## config.mk

```make
export PLATFORM = sky130hd
export DESIGN_NAME = hcs_ep0
export DESIGN_NICKNAME = d
export VERILOG_FILES = /design/src/logic/hcs_pkg.sv /design/src/logic/hcs_ep0.sv
export VERILOG_INCLUDE_DIRS = /design/src /design/src/logic
export SDC_FILE = /design/constraint.sdc
export NUM_CORES = 1
export LEC_CHECK = 0
export BUFFER_PORTS_ARGS = -buffer_cell sky130_fd_sc_hd__buf_2
export CAP_MARGIN = 20
export CORE_AREA = 2 2 125 115
export CTS_CLUSTER_DIAMETER = 200
export DETAILED_ROUTE_END_ITERATION = 10
export DIE_AREA = 0 0 127 117
export GPL_ROUTABILITY_DRIVEN = 0
export MAX_ROUTING_LAYER = met4
export SLEW_MARGIN = 20
export SYNTH_ARGS = -nofsm -noshare
export SYNTH_HDL_FRONTEND = slang
export SYNTH_SLANG_ARGS = --single-unit
```

## constraint.sdc

```tcl
create_clock -name pclk -period 2.9 [get_ports pclk]
set_input_delay 0.58 -clock pclk [delete_from_list [all_inputs] [get_ports pclk]]
set_output_delay 0.58 -clock pclk [all_outputs]
set_load 0.03 [all_outputs]
```

## src/logic/hcs_cfg.svh

```systemverilog
`ifndef HCS_CFG_SVH
`define HCS_CFG_SVH

// Register byte offsets on the APB
`define HCS_OFF_CSR 12'h000
`define HCS_OFF_SVC 12'h004
`define HCS_OFF_LIM 12'h008

// Field positions of host_ep0_control_status
`define HCS_B_RXRDY 0
`define HCS_B_TXRDY 1
`define HCS_B_STALL 2
`define HCS_B_SETUP 3
`define HCS_B_ERROR 4
`define HCS_B_REQ 5
`define HCS_B_STATUS 6
`define HCS_B_NAKTO 7
`define HCS_B_FLUSH 8
`define HCS_B_TOG 9
`define HCS_B_TWE 10

// Field position of receive_serviced in the service register
`define HCS_B_SVC 0

// Reset values and fixed counts
`define HCS_CSR_RST 16'h0000
`define HCS_LIM_RST 16'h0010
`define HCS_RSVD_ZERO 5'h00
`define HCS_HI_ZERO 16'h0000
`define HCS_TRIES_LAST 2'h2
`define HCS_CNT_ZERO 2'h0
`define HCS_CNT_ONE 2'h1

`endif

```

## src/logic/hcs_pkg.sv

```systemverilog
`default_nettype none

package hcs_pkg;

	// Register word and token kind towards the packet engine
	typedef logic [15:0] hcs_word_t;

	typedef enum logic [1:0]
	{
		HCS_TOK_OUT = 2'h1,
		HCS_TOK_SETUP = 2'h2
	} hcs_tok_e;

endpackage : hcs_pkg

`default_nettype wire

```

## src/logic/hcs_ep0.sv

```systemverilog
// Behaviour
// Toggle write-enable allows a toggle write, then clears itself.
// Reading the toggle bit shows the live endpoint 0 data toggle.
// Toggle write takes effect only with write-enable high, else ignored.
// Flush discards the queued packet, resets FIFO pointer, clears ready flag.
// Flush does nothing unless transmit or receive ready is set.
// Too many consecutive NAKs halt endpoint 0 and set NAK timeout.
// Software clears NAK timeout before endpoint 0 resumes.
// Status-stage bit with transmit-ready or IN-request forces DATA1.
// IN-request issues an IN; cleared when receive ready is set.
// Three unanswered attempts set the error flag and an interrupt.
// Setup bit written with transmit-ready sends SETUP instead of OUT.
// Received STALL sets a sticky flag until software clears it.
// Transmit-ready cleared after the packet is sent, with an interrupt.
// Received data packet sets receive ready and raises an interrupt.
// Receive ready is cleared by writing one to receive-serviced.
// Reserved and write-only bits read as zero; reserved writes ignored.

`default_nettype none

`include "hcs_cfg.svh"

module hcs_ep0
	import hcs_pkg::*;
#(
	parameter int AW = 12,
	parameter int NAKW = 16
)
(
	// Clock and reset
	input wire logic pclk,
	input wire logic presetn,
	// APB slave
	input wire logic psel,
	input wire logic penable,
	input wire logic pwrite,
	input wire logic [AW-1:0] paddr,
	input wire logic [31:0] pwdata,
	output logic [31:0] prdata,
	output logic pready,
	output logic pslverr,
	// Events from the packet engine, same clock, one-cycle pulses
	input wire logic ev_sent,
	input wire logic ev_data_rx,
	input wire logic ev_stall,
	input wire logic ev_nak,
	input wire logic ev_no_resp,
	input wire logic ev_other_resp,
	// Requests to the packet engine
	output logic out_go,
	output var hcs_tok_e out_token,
	output logic in_go,
	output logic pid_data1,
	output logic fifo_flush,
	output logic ep0_int
);

	////////////////////////////////////////////////////////////////////////
	// Address decode

	// Compares a bus address against one register offset
	function automatic logic hcs_hit(input logic [AW-1:0] addr, input logic [11:0] off);
		hcs_hit = (addr == AW'(off));
	endfunction : hcs_hit

	logic sel_csr;
	logic sel_svc;
	logic sel_lim;
	logic sel_any;
	logic apb_setup;
	logic apb_wr;
	logic wr_csr;
	logic wr_svc;
	logic wr_lim;

	// Decode is shared by the read capture and the write strobes
	assign sel_csr = hcs_hit(paddr, `HCS_OFF_CSR);
	assign sel_svc = hcs_hit(paddr, `HCS_OFF_SVC);
	assign sel_lim = hcs_hit(paddr, `HCS_OFF_LIM);
	assign sel_any = sel_csr | sel_svc | sel_lim;
	assign apb_setup = psel & ~penable;
	assign apb_wr = psel & penable & pready & pwrite;
	assign wr_csr = apb_wr & sel_csr;
	assign wr_svc = apb_wr & sel_svc;
	assign wr_lim = apb_wr & sel_lim & ~pslverr;

	////////////////////////////////////////////////////////////////////////
	// State

	logic txrdy;
	logic rxrdy;
	logic req;
	logic status;
	logic setup;
	logic toggle;
	logic twe;
	logic [2:0] flag;
	logic [NAKW-1:0] nak_limit;
	logic [NAKW-1:0] nak_cnt;
	logic [1:0] nr_cnt;

	logic stall;
	logic error;
	logic nak_to;
	assign stall = flag[0];
	assign error = flag[1];
	assign nak_to = flag[2];

	////////////////////////////////////////////////////////////////////////
	// Next-state logic

	logic flush_do;
	logic nak_hit;
	logic err_hit;
	logic abort;
	logic tx_done;
	logic set_tx;
	logic set_req;
	logic status_force;
	logic setup_force;
	logic tog_load;
	logic next_txrdy;
	logic next_rxrdy;
	logic next_req;
	logic next_status;
	logic next_setup;
	logic next_toggle;
	logic [2:0] flag_set;
	logic [2:0] flag_clr;
	logic [NAKW-1:0] next_nak_cnt;
	logic [1:0] next_nr_cnt;

	// Flush only acts while a packet is actually queued
	assign flush_do = wr_csr & pwdata[`HCS_B_FLUSH] & (txrdy | rxrdy);

	// Limit of zero disables the NAK watchdog
	assign nak_hit = ev_nak & (nak_limit != '0) & (nak_cnt >= nak_limit);
	assign err_hit = ev_no_resp & (nr_cnt == `HCS_TRIES_LAST);
	assign abort = err_hit | ev_stall;
	assign tx_done = txrdy & ev_sent;

	// A set only counts when the bit was idle, so a repeat write is harmless
	assign set_tx = wr_csr & pwdata[`HCS_B_TXRDY] & ~txrdy;
	assign set_req = wr_csr & pwdata[`HCS_B_REQ] & ~req;
	assign status_force = wr_csr & pwdata[`HCS_B_STATUS]
		& (pwdata[`HCS_B_TXRDY] | pwdata[`HCS_B_REQ]);
	assign setup_force = wr_csr & pwdata[`HCS_B_SETUP] & pwdata[`HCS_B_TXRDY];
	assign tog_load = wr_csr & pwdata[`HCS_B_TWE];

	// Flush wins over a transmit set in the same write
	assign next_txrdy = ~flush_do & ((txrdy & ~ev_sent & ~abort) | set_tx);
	// Incoming packet wins over a clear in the same cycle
	assign next_rxrdy = ev_data_rx
		| (rxrdy & ~flush_do & ~(wr_svc & pwdata[`HCS_B_SVC]));
	assign next_req = (req & ~ev_data_rx & ~abort) | set_req;

	// Stage qualifiers live until the transaction they belong to ends
	assign next_status = wr_csr ? pwdata[`HCS_B_STATUS] : status & (next_txrdy | next_req);
	assign next_setup = wr_csr ? pwdata[`HCS_B_SETUP] : setup & next_txrdy;

	// Explicit status force first, then a guarded write, then SETUP's DATA0
	assign next_toggle = status_force ? 1'b1
		: tog_load ? pwdata[`HCS_B_TOG]
		: setup_force ? 1'b0
		: (tx_done | ev_data_rx) ? ~toggle
		: toggle;

	// Sticky flags: hardware sets, software writes zero to clear
	assign flag_set = {nak_hit, err_hit, ev_stall};
	assign flag_clr = {wr_csr & ~pwdata[`HCS_B_NAKTO], wr_csr & ~pwdata[`HCS_B_ERROR],
		wr_csr & ~pwdata[`HCS_B_STALL]};

	// Consecutive NAKs only; any other answer restarts the count, idle cycles hold it
	assign next_nak_cnt = (nak_hit | ev_sent | ev_data_rx | ev_stall | ev_no_resp | ev_other_resp)
		? '0 : ev_nak ? nak_cnt + NAKW'(1) : nak_cnt;
	assign next_nr_cnt = (err_hit | ev_sent | ev_data_rx | ev_stall | ev_nak | ev_other_resp)
		? `HCS_CNT_ZERO : ev_no_resp ? nr_cnt + `HCS_CNT_ONE : nr_cnt;

	////////////////////////////////////////////////////////////////////////
	// Registers

	// Handshake bits of the control word
	always_ff @(posedge pclk or negedge presetn)
	begin
		if (!presetn)
		begin
			txrdy <= 1'b0;
			rxrdy <= 1'b0;
			req <= 1'b0;
			status <= 1'b0;
			setup <= 1'b0;
		end
		else
		begin
			txrdy <= next_txrdy;
			rxrdy <= next_rxrdy;
			req <= next_req;
			status <= next_status;
			setup <= next_setup;
		end
	end

	// Toggle and its one-cycle write enable
	always_ff @(posedge pclk or negedge presetn)
	begin
		if (!presetn)
		begin
			toggle <= 1'b0;
			twe <= 1'b0;
		end
		else
		begin
			toggle <= next_toggle;
			twe <= tog_load;
		end
	end

	// Sticky flags share one form
	genvar g;
	generate
		for (g = 0; g < 3; g++)
		begin : g_flag
			always_ff @(posedge pclk or negedge presetn)
			begin
				if (!presetn)
					flag[g] <= 1'b0;
				else
					flag[g] <= flag_set[g] | (flag[g] & ~flag_clr[g]);
			end
		end
	endgenerate

	// Retry and NAK counters, plus the NAK limit
	always_ff @(posedge pclk or negedge presetn)
	begin
		if (!presetn)
		begin
			nak_cnt <= '0;
			nr_cnt <= `HCS_CNT_ZERO;
			nak_limit <= NAKW'(`HCS_LIM_RST);
		end
		else
		begin
			nak_cnt <= next_nak_cnt;
			nr_cnt <= next_nr_cnt;
			if (wr_lim)
				nak_limit <= pwdata[NAKW-1:0];
		end
	end

	////////////////////////////////////////////////////////////////////////
	// Engine side outputs, registered from next state

	// Halt holds both directions until software clears the timeout
	always_ff @(posedge pclk or negedge presetn)
	begin
		if (!presetn)
		begin
			out_go <= 1'b0;
			in_go <= 1'b0;
			out_token <= HCS_TOK_OUT;
			pid_data1 <= 1'b0;
			fifo_flush <= 1'b0;
			ep0_int <= 1'b0;
		end
		else
		begin
			out_go <= next_txrdy & ~flag_set[2] & ~(nak_to & ~flag_clr[2]);
			in_go <= next_req & ~flag_set[2] & ~(nak_to & ~flag_clr[2]);
			out_token <= next_setup ? HCS_TOK_SETUP : HCS_TOK_OUT;
			pid_data1 <= next_toggle;
			fifo_flush <= flush_do;
			ep0_int <= tx_done | ev_data_rx | err_hit;
		end
	end

	////////////////////////////////////////////////////////////////////////
	// APB answer: one access cycle, read data captured in the setup cycle

	hcs_word_t csr_rd;
	hcs_word_t rd_word;

	// Write-only bits and reserved bits read back as zero
	assign csr_rd = {`HCS_RSVD_ZERO, 1'h0, toggle, 1'h0, nak_to, status, req, error,
		setup, stall, txrdy, rxrdy};
	assign rd_word = sel_csr ? csr_rd : sel_lim ? hcs_word_t'(nak_limit) : `HCS_HI_ZERO;

	always_ff @(posedge pclk or negedge presetn)
	begin
		if (!presetn)
		begin
			pready <= 1'b0;
			pslverr <= 1'b0;
			prdata <= '0;
		end
		else
		begin
			pready <= apb_setup;
			pslverr <= apb_setup & ~sel_any;
			if (apb_setup)
				prdata <= {`HCS_HI_ZERO, rd_word};
		end
	end

	logic rd_csr_setup;
	assign rd_csr_setup = apb_setup & ~pwrite & sel_csr;
endmodule : hcs_ep0

`default_nettype wire

```

==> impl_metrics.json <==
{
  "grt_usage_pct": 11.7,
  "worst_slew_pin_slew_ns": 0.672,
  "grt_max_degree": 41,
  "worstPathCellList": "inv_1 -> ha_1 -> nand2b_1 -> a2111oi_0 -> nor3_1 -> o221ai_1 -> a31oi_1 -> buf_4 -> nor3_1",
  "viasPerCell": 4.54,
  "initial_utilization_pct": 24.4,
  "drc": 0,
  "synth_flop_cell": "dfrtp_1",
  "synth_top_area_share_pct": 48.1,
  "clock-sinks": 66,
  "nets": 480,
  "die_w_um": 127,
  "ys_ff_latch": 66,
  "netlist_area_um2": 3330,
  "cts_resized": 0,
  "coreArea_um2": 13600,
  "drive_gt1_share_pct": 23.3,
  "cellPowerDensity_nw_per_um2": 546,
  "wl_per_cell_um": 13.8,
  "cts-hold-fix-buffers": 0,
  "period_share_pct": 79.6,
  "io_buffers": 63,
  "routed_wl_um": 8040,
  "grt_pass1_vias": 2611,
  "setup_viol": 0,
  "clock_skew_ns": 0.00585,
  "rows": 41,
  "antenna_cells": 0,
  "clock_latency_ns": 0.33,
  "fin_setup_tns_ns": 0,
  "overflow": 0,
  "yosys_warnings": 0,
  "yosysSeqAreaShare_pct": 49.7,
  "cts_htree_levels": 3,
  "dpl-instance-area_um2": 3810,
  "slew_headroom_pct": 55.2,
  "setup_ws_ns": 0.592,
  "die_h_um": 117,
  "drt-pass1-iter-count": 5,
  "start_kind": "flop",
  "postLayoutCellArea_um2": 4130,
  "syn_avg_cell_area_um2": 9.83,
  "cts_buffer_depth": 2,
  "vias": 2654,
  "crit_required_ns": 3.12,
  "rr_endpoint": "nak_cnt[14]",
  "slowest_stage": "dfrtp_1",
  "synth_edf_count": 0,
  "power.leakage_uw": 0.00205,
  "arrival_ns": 2.53,
  "endpoint": "nak_cnt[14]",
  "max_freq_mhz": 433,
  "rrSetupSlack_ns": 0.59,
  "preCtsSetupSlack_ns": 0.426,
  "cts_buffers": 9,
  "r2r_start": "nak_cnt[0]",
  "antenna_found_initial": 0,
  "post-dp-hpwl_um": 6180,
  "cts_tree": "done",
  "synthArstFlopShare_pct": 100,
  "ir_drop_mv": 0.240,
  "drtIter0Drc": 125,
  "synthesis.instances": 339,
  "clk_pin_slew_ns": 0.05,
  "ys_top_cells_by_area": "dfrtp_1 48%, ha_1 6.8%, nand2_1 5.4%",
  "startpoint": "nak_cnt[0]",
  "ant_nets": 0,
  "final_cell_mix": "64 x dfrtp_1, 63 x buf_2, 48 x nand2_1, 26 x nor3_1",
  "fin_crit_ns": 2.31,
  "dieArea_um2": 14900,
  "ios": 96,
  "grt_pass1_wl_um": 13100,
  "synth_area_leader_cell": "dfrtp_1",
  "synth_cell_type_count": 44,
  "crit_path_end_kind": "flop",
  "cap_violations": 0,
  "rsz0062_at_grt": "no",
  "synthToLayoutAreaGrowth_pct": 24.0,
  "worst_hold_path_type": "input port to asynchronous set/reset pin",
  "post_cts_buffers": 0,
  "hold_viol_final": 0,
  "layout_commonest_cell": "dfrtp_1",
  "critPathMaxFanout": 16,
  "cpMostUsedCell": "nor3_1",
  "r2r_cells": 9,
  "status": "complete, no violations",
  "clockRootBuffer": "clkbuf_16",
  "slew_violations": 0,
  "crit_type": "flop to flop",
  "cpPeakStageDelay_ns": 0.41
}
[worst max-delay path, delay by kind of cell, from the launching register on]
family / cells / cell delay (ns)
DFF: 1 / 0.41
adders and majority gates: 1 / 0.26
AOI/OAI and AO/OA: 3 / 0.77
and+or+nand+nor: 3 / 0.46
buffers and inverters: 2 / 0.31
[metal layers]
layer / part of all wire, % / GRT usage, %
met5: 0 / -
met4: 1.9 / 5.13
met3: 5.1 / 3.41
met2: 47 / 18.6
met1: 46 / 14.0
[cell type report]
class / instances / area (um^2)
fillers: 1418 / 9510
flip-flops and latches: 66 / 1650
multi-input cells: 239 / 1490
repair buffers: 69 / 373
clock buffers: 11 / 243
well taps: 172 / 215
inverters: 22 / 82.6
clock inverters: 5 / 77.6
[metrics by stage]
step / hold slack, ns / util [%] / power [uW] / cells
final: 0.291 / 30.3 / 2260 / 584
after global routing: 0.333 / 30.3 / 2350 / 584
after CTS: 0.314 / 30.3 / 2280 / 584
after detailed placement: 0.456 / 27.9 / 1120 / 568
after global placement: 0.456 / 27.9 / 1110 / 568
after floorplan: 0.284 / - / 1050 / 354
[synthesized netlist by cell type, drive strengths merged (6+ instances only)]
library cell,instances
nor2,12
nand2,48
xor2,12
nand4,8
dfrtp,64
nand2b,6
clkbuf,6
buf,21
a21oi,10
nor3,27
o21ai,26
ha,18
nor4,9
nand3,6
a22oi,9
inv,22
a22o,7
[sequential cells by signal (all words and copies together) (netlist names)]
name / flops
ep0_int: 1
error: 1
fifo_flush: 1
in_go: 1
nak_cnt: 16
nak_limit: 16
nak_to: 1
nr_cnt: 2
out_go: 1
out_token: 2
pid_data1: 1
prdata: 16
pready: 1
pslverr: 1
req: 1
rxrdy: 1
stall: 1
status: 1
txrdy: 1
[cells by family (layout without fill, tap and decap cells)]
logic type / count (synthesis) / count (layout) / synth area share (%)
flops: 66 / 66 / 49.7
mux: 3 / 3 / 0.939
compound gates: 61 / 61 / 11.5
other cells: 1 / 16 / 0.113
xor+xnor: 16 / 16 / 4.21
simple gates: 125 / 125 / 19.2
fa+ha+maj: 18 / 18 / 6.76
buf+inv: 49 / 107 / 7.59
[where the power goes]
group / leakage, uW / switching, uW / internal (uW) / total [uW]
sequential: 0.000825 / 12.6 / 932 / 944
combinational: 0.00107 / 109 / 44.4 / 154
clock: 0.000156 / 386 / 772 / 1160
[worst min-delay path by stage]
stage	from	endpoint	slack, ns	cells after the start
3_5_place_dp	prdata[3]	prdata[3]	0.46	2
5_1_grt	presetn	nak_cnt[2]	0.33	1
3_3_place_gp	prdata[1]	prdata[1]	0.46	2
6_report	presetn	nr_cnt[1]	0.29	1
4_1_cts	presetn	nak_cnt[2]	0.31	1
2_1_floorplan	presetn	ep0_int	0.28	0
Note: power is estimated with default switching activity, not from simulation.
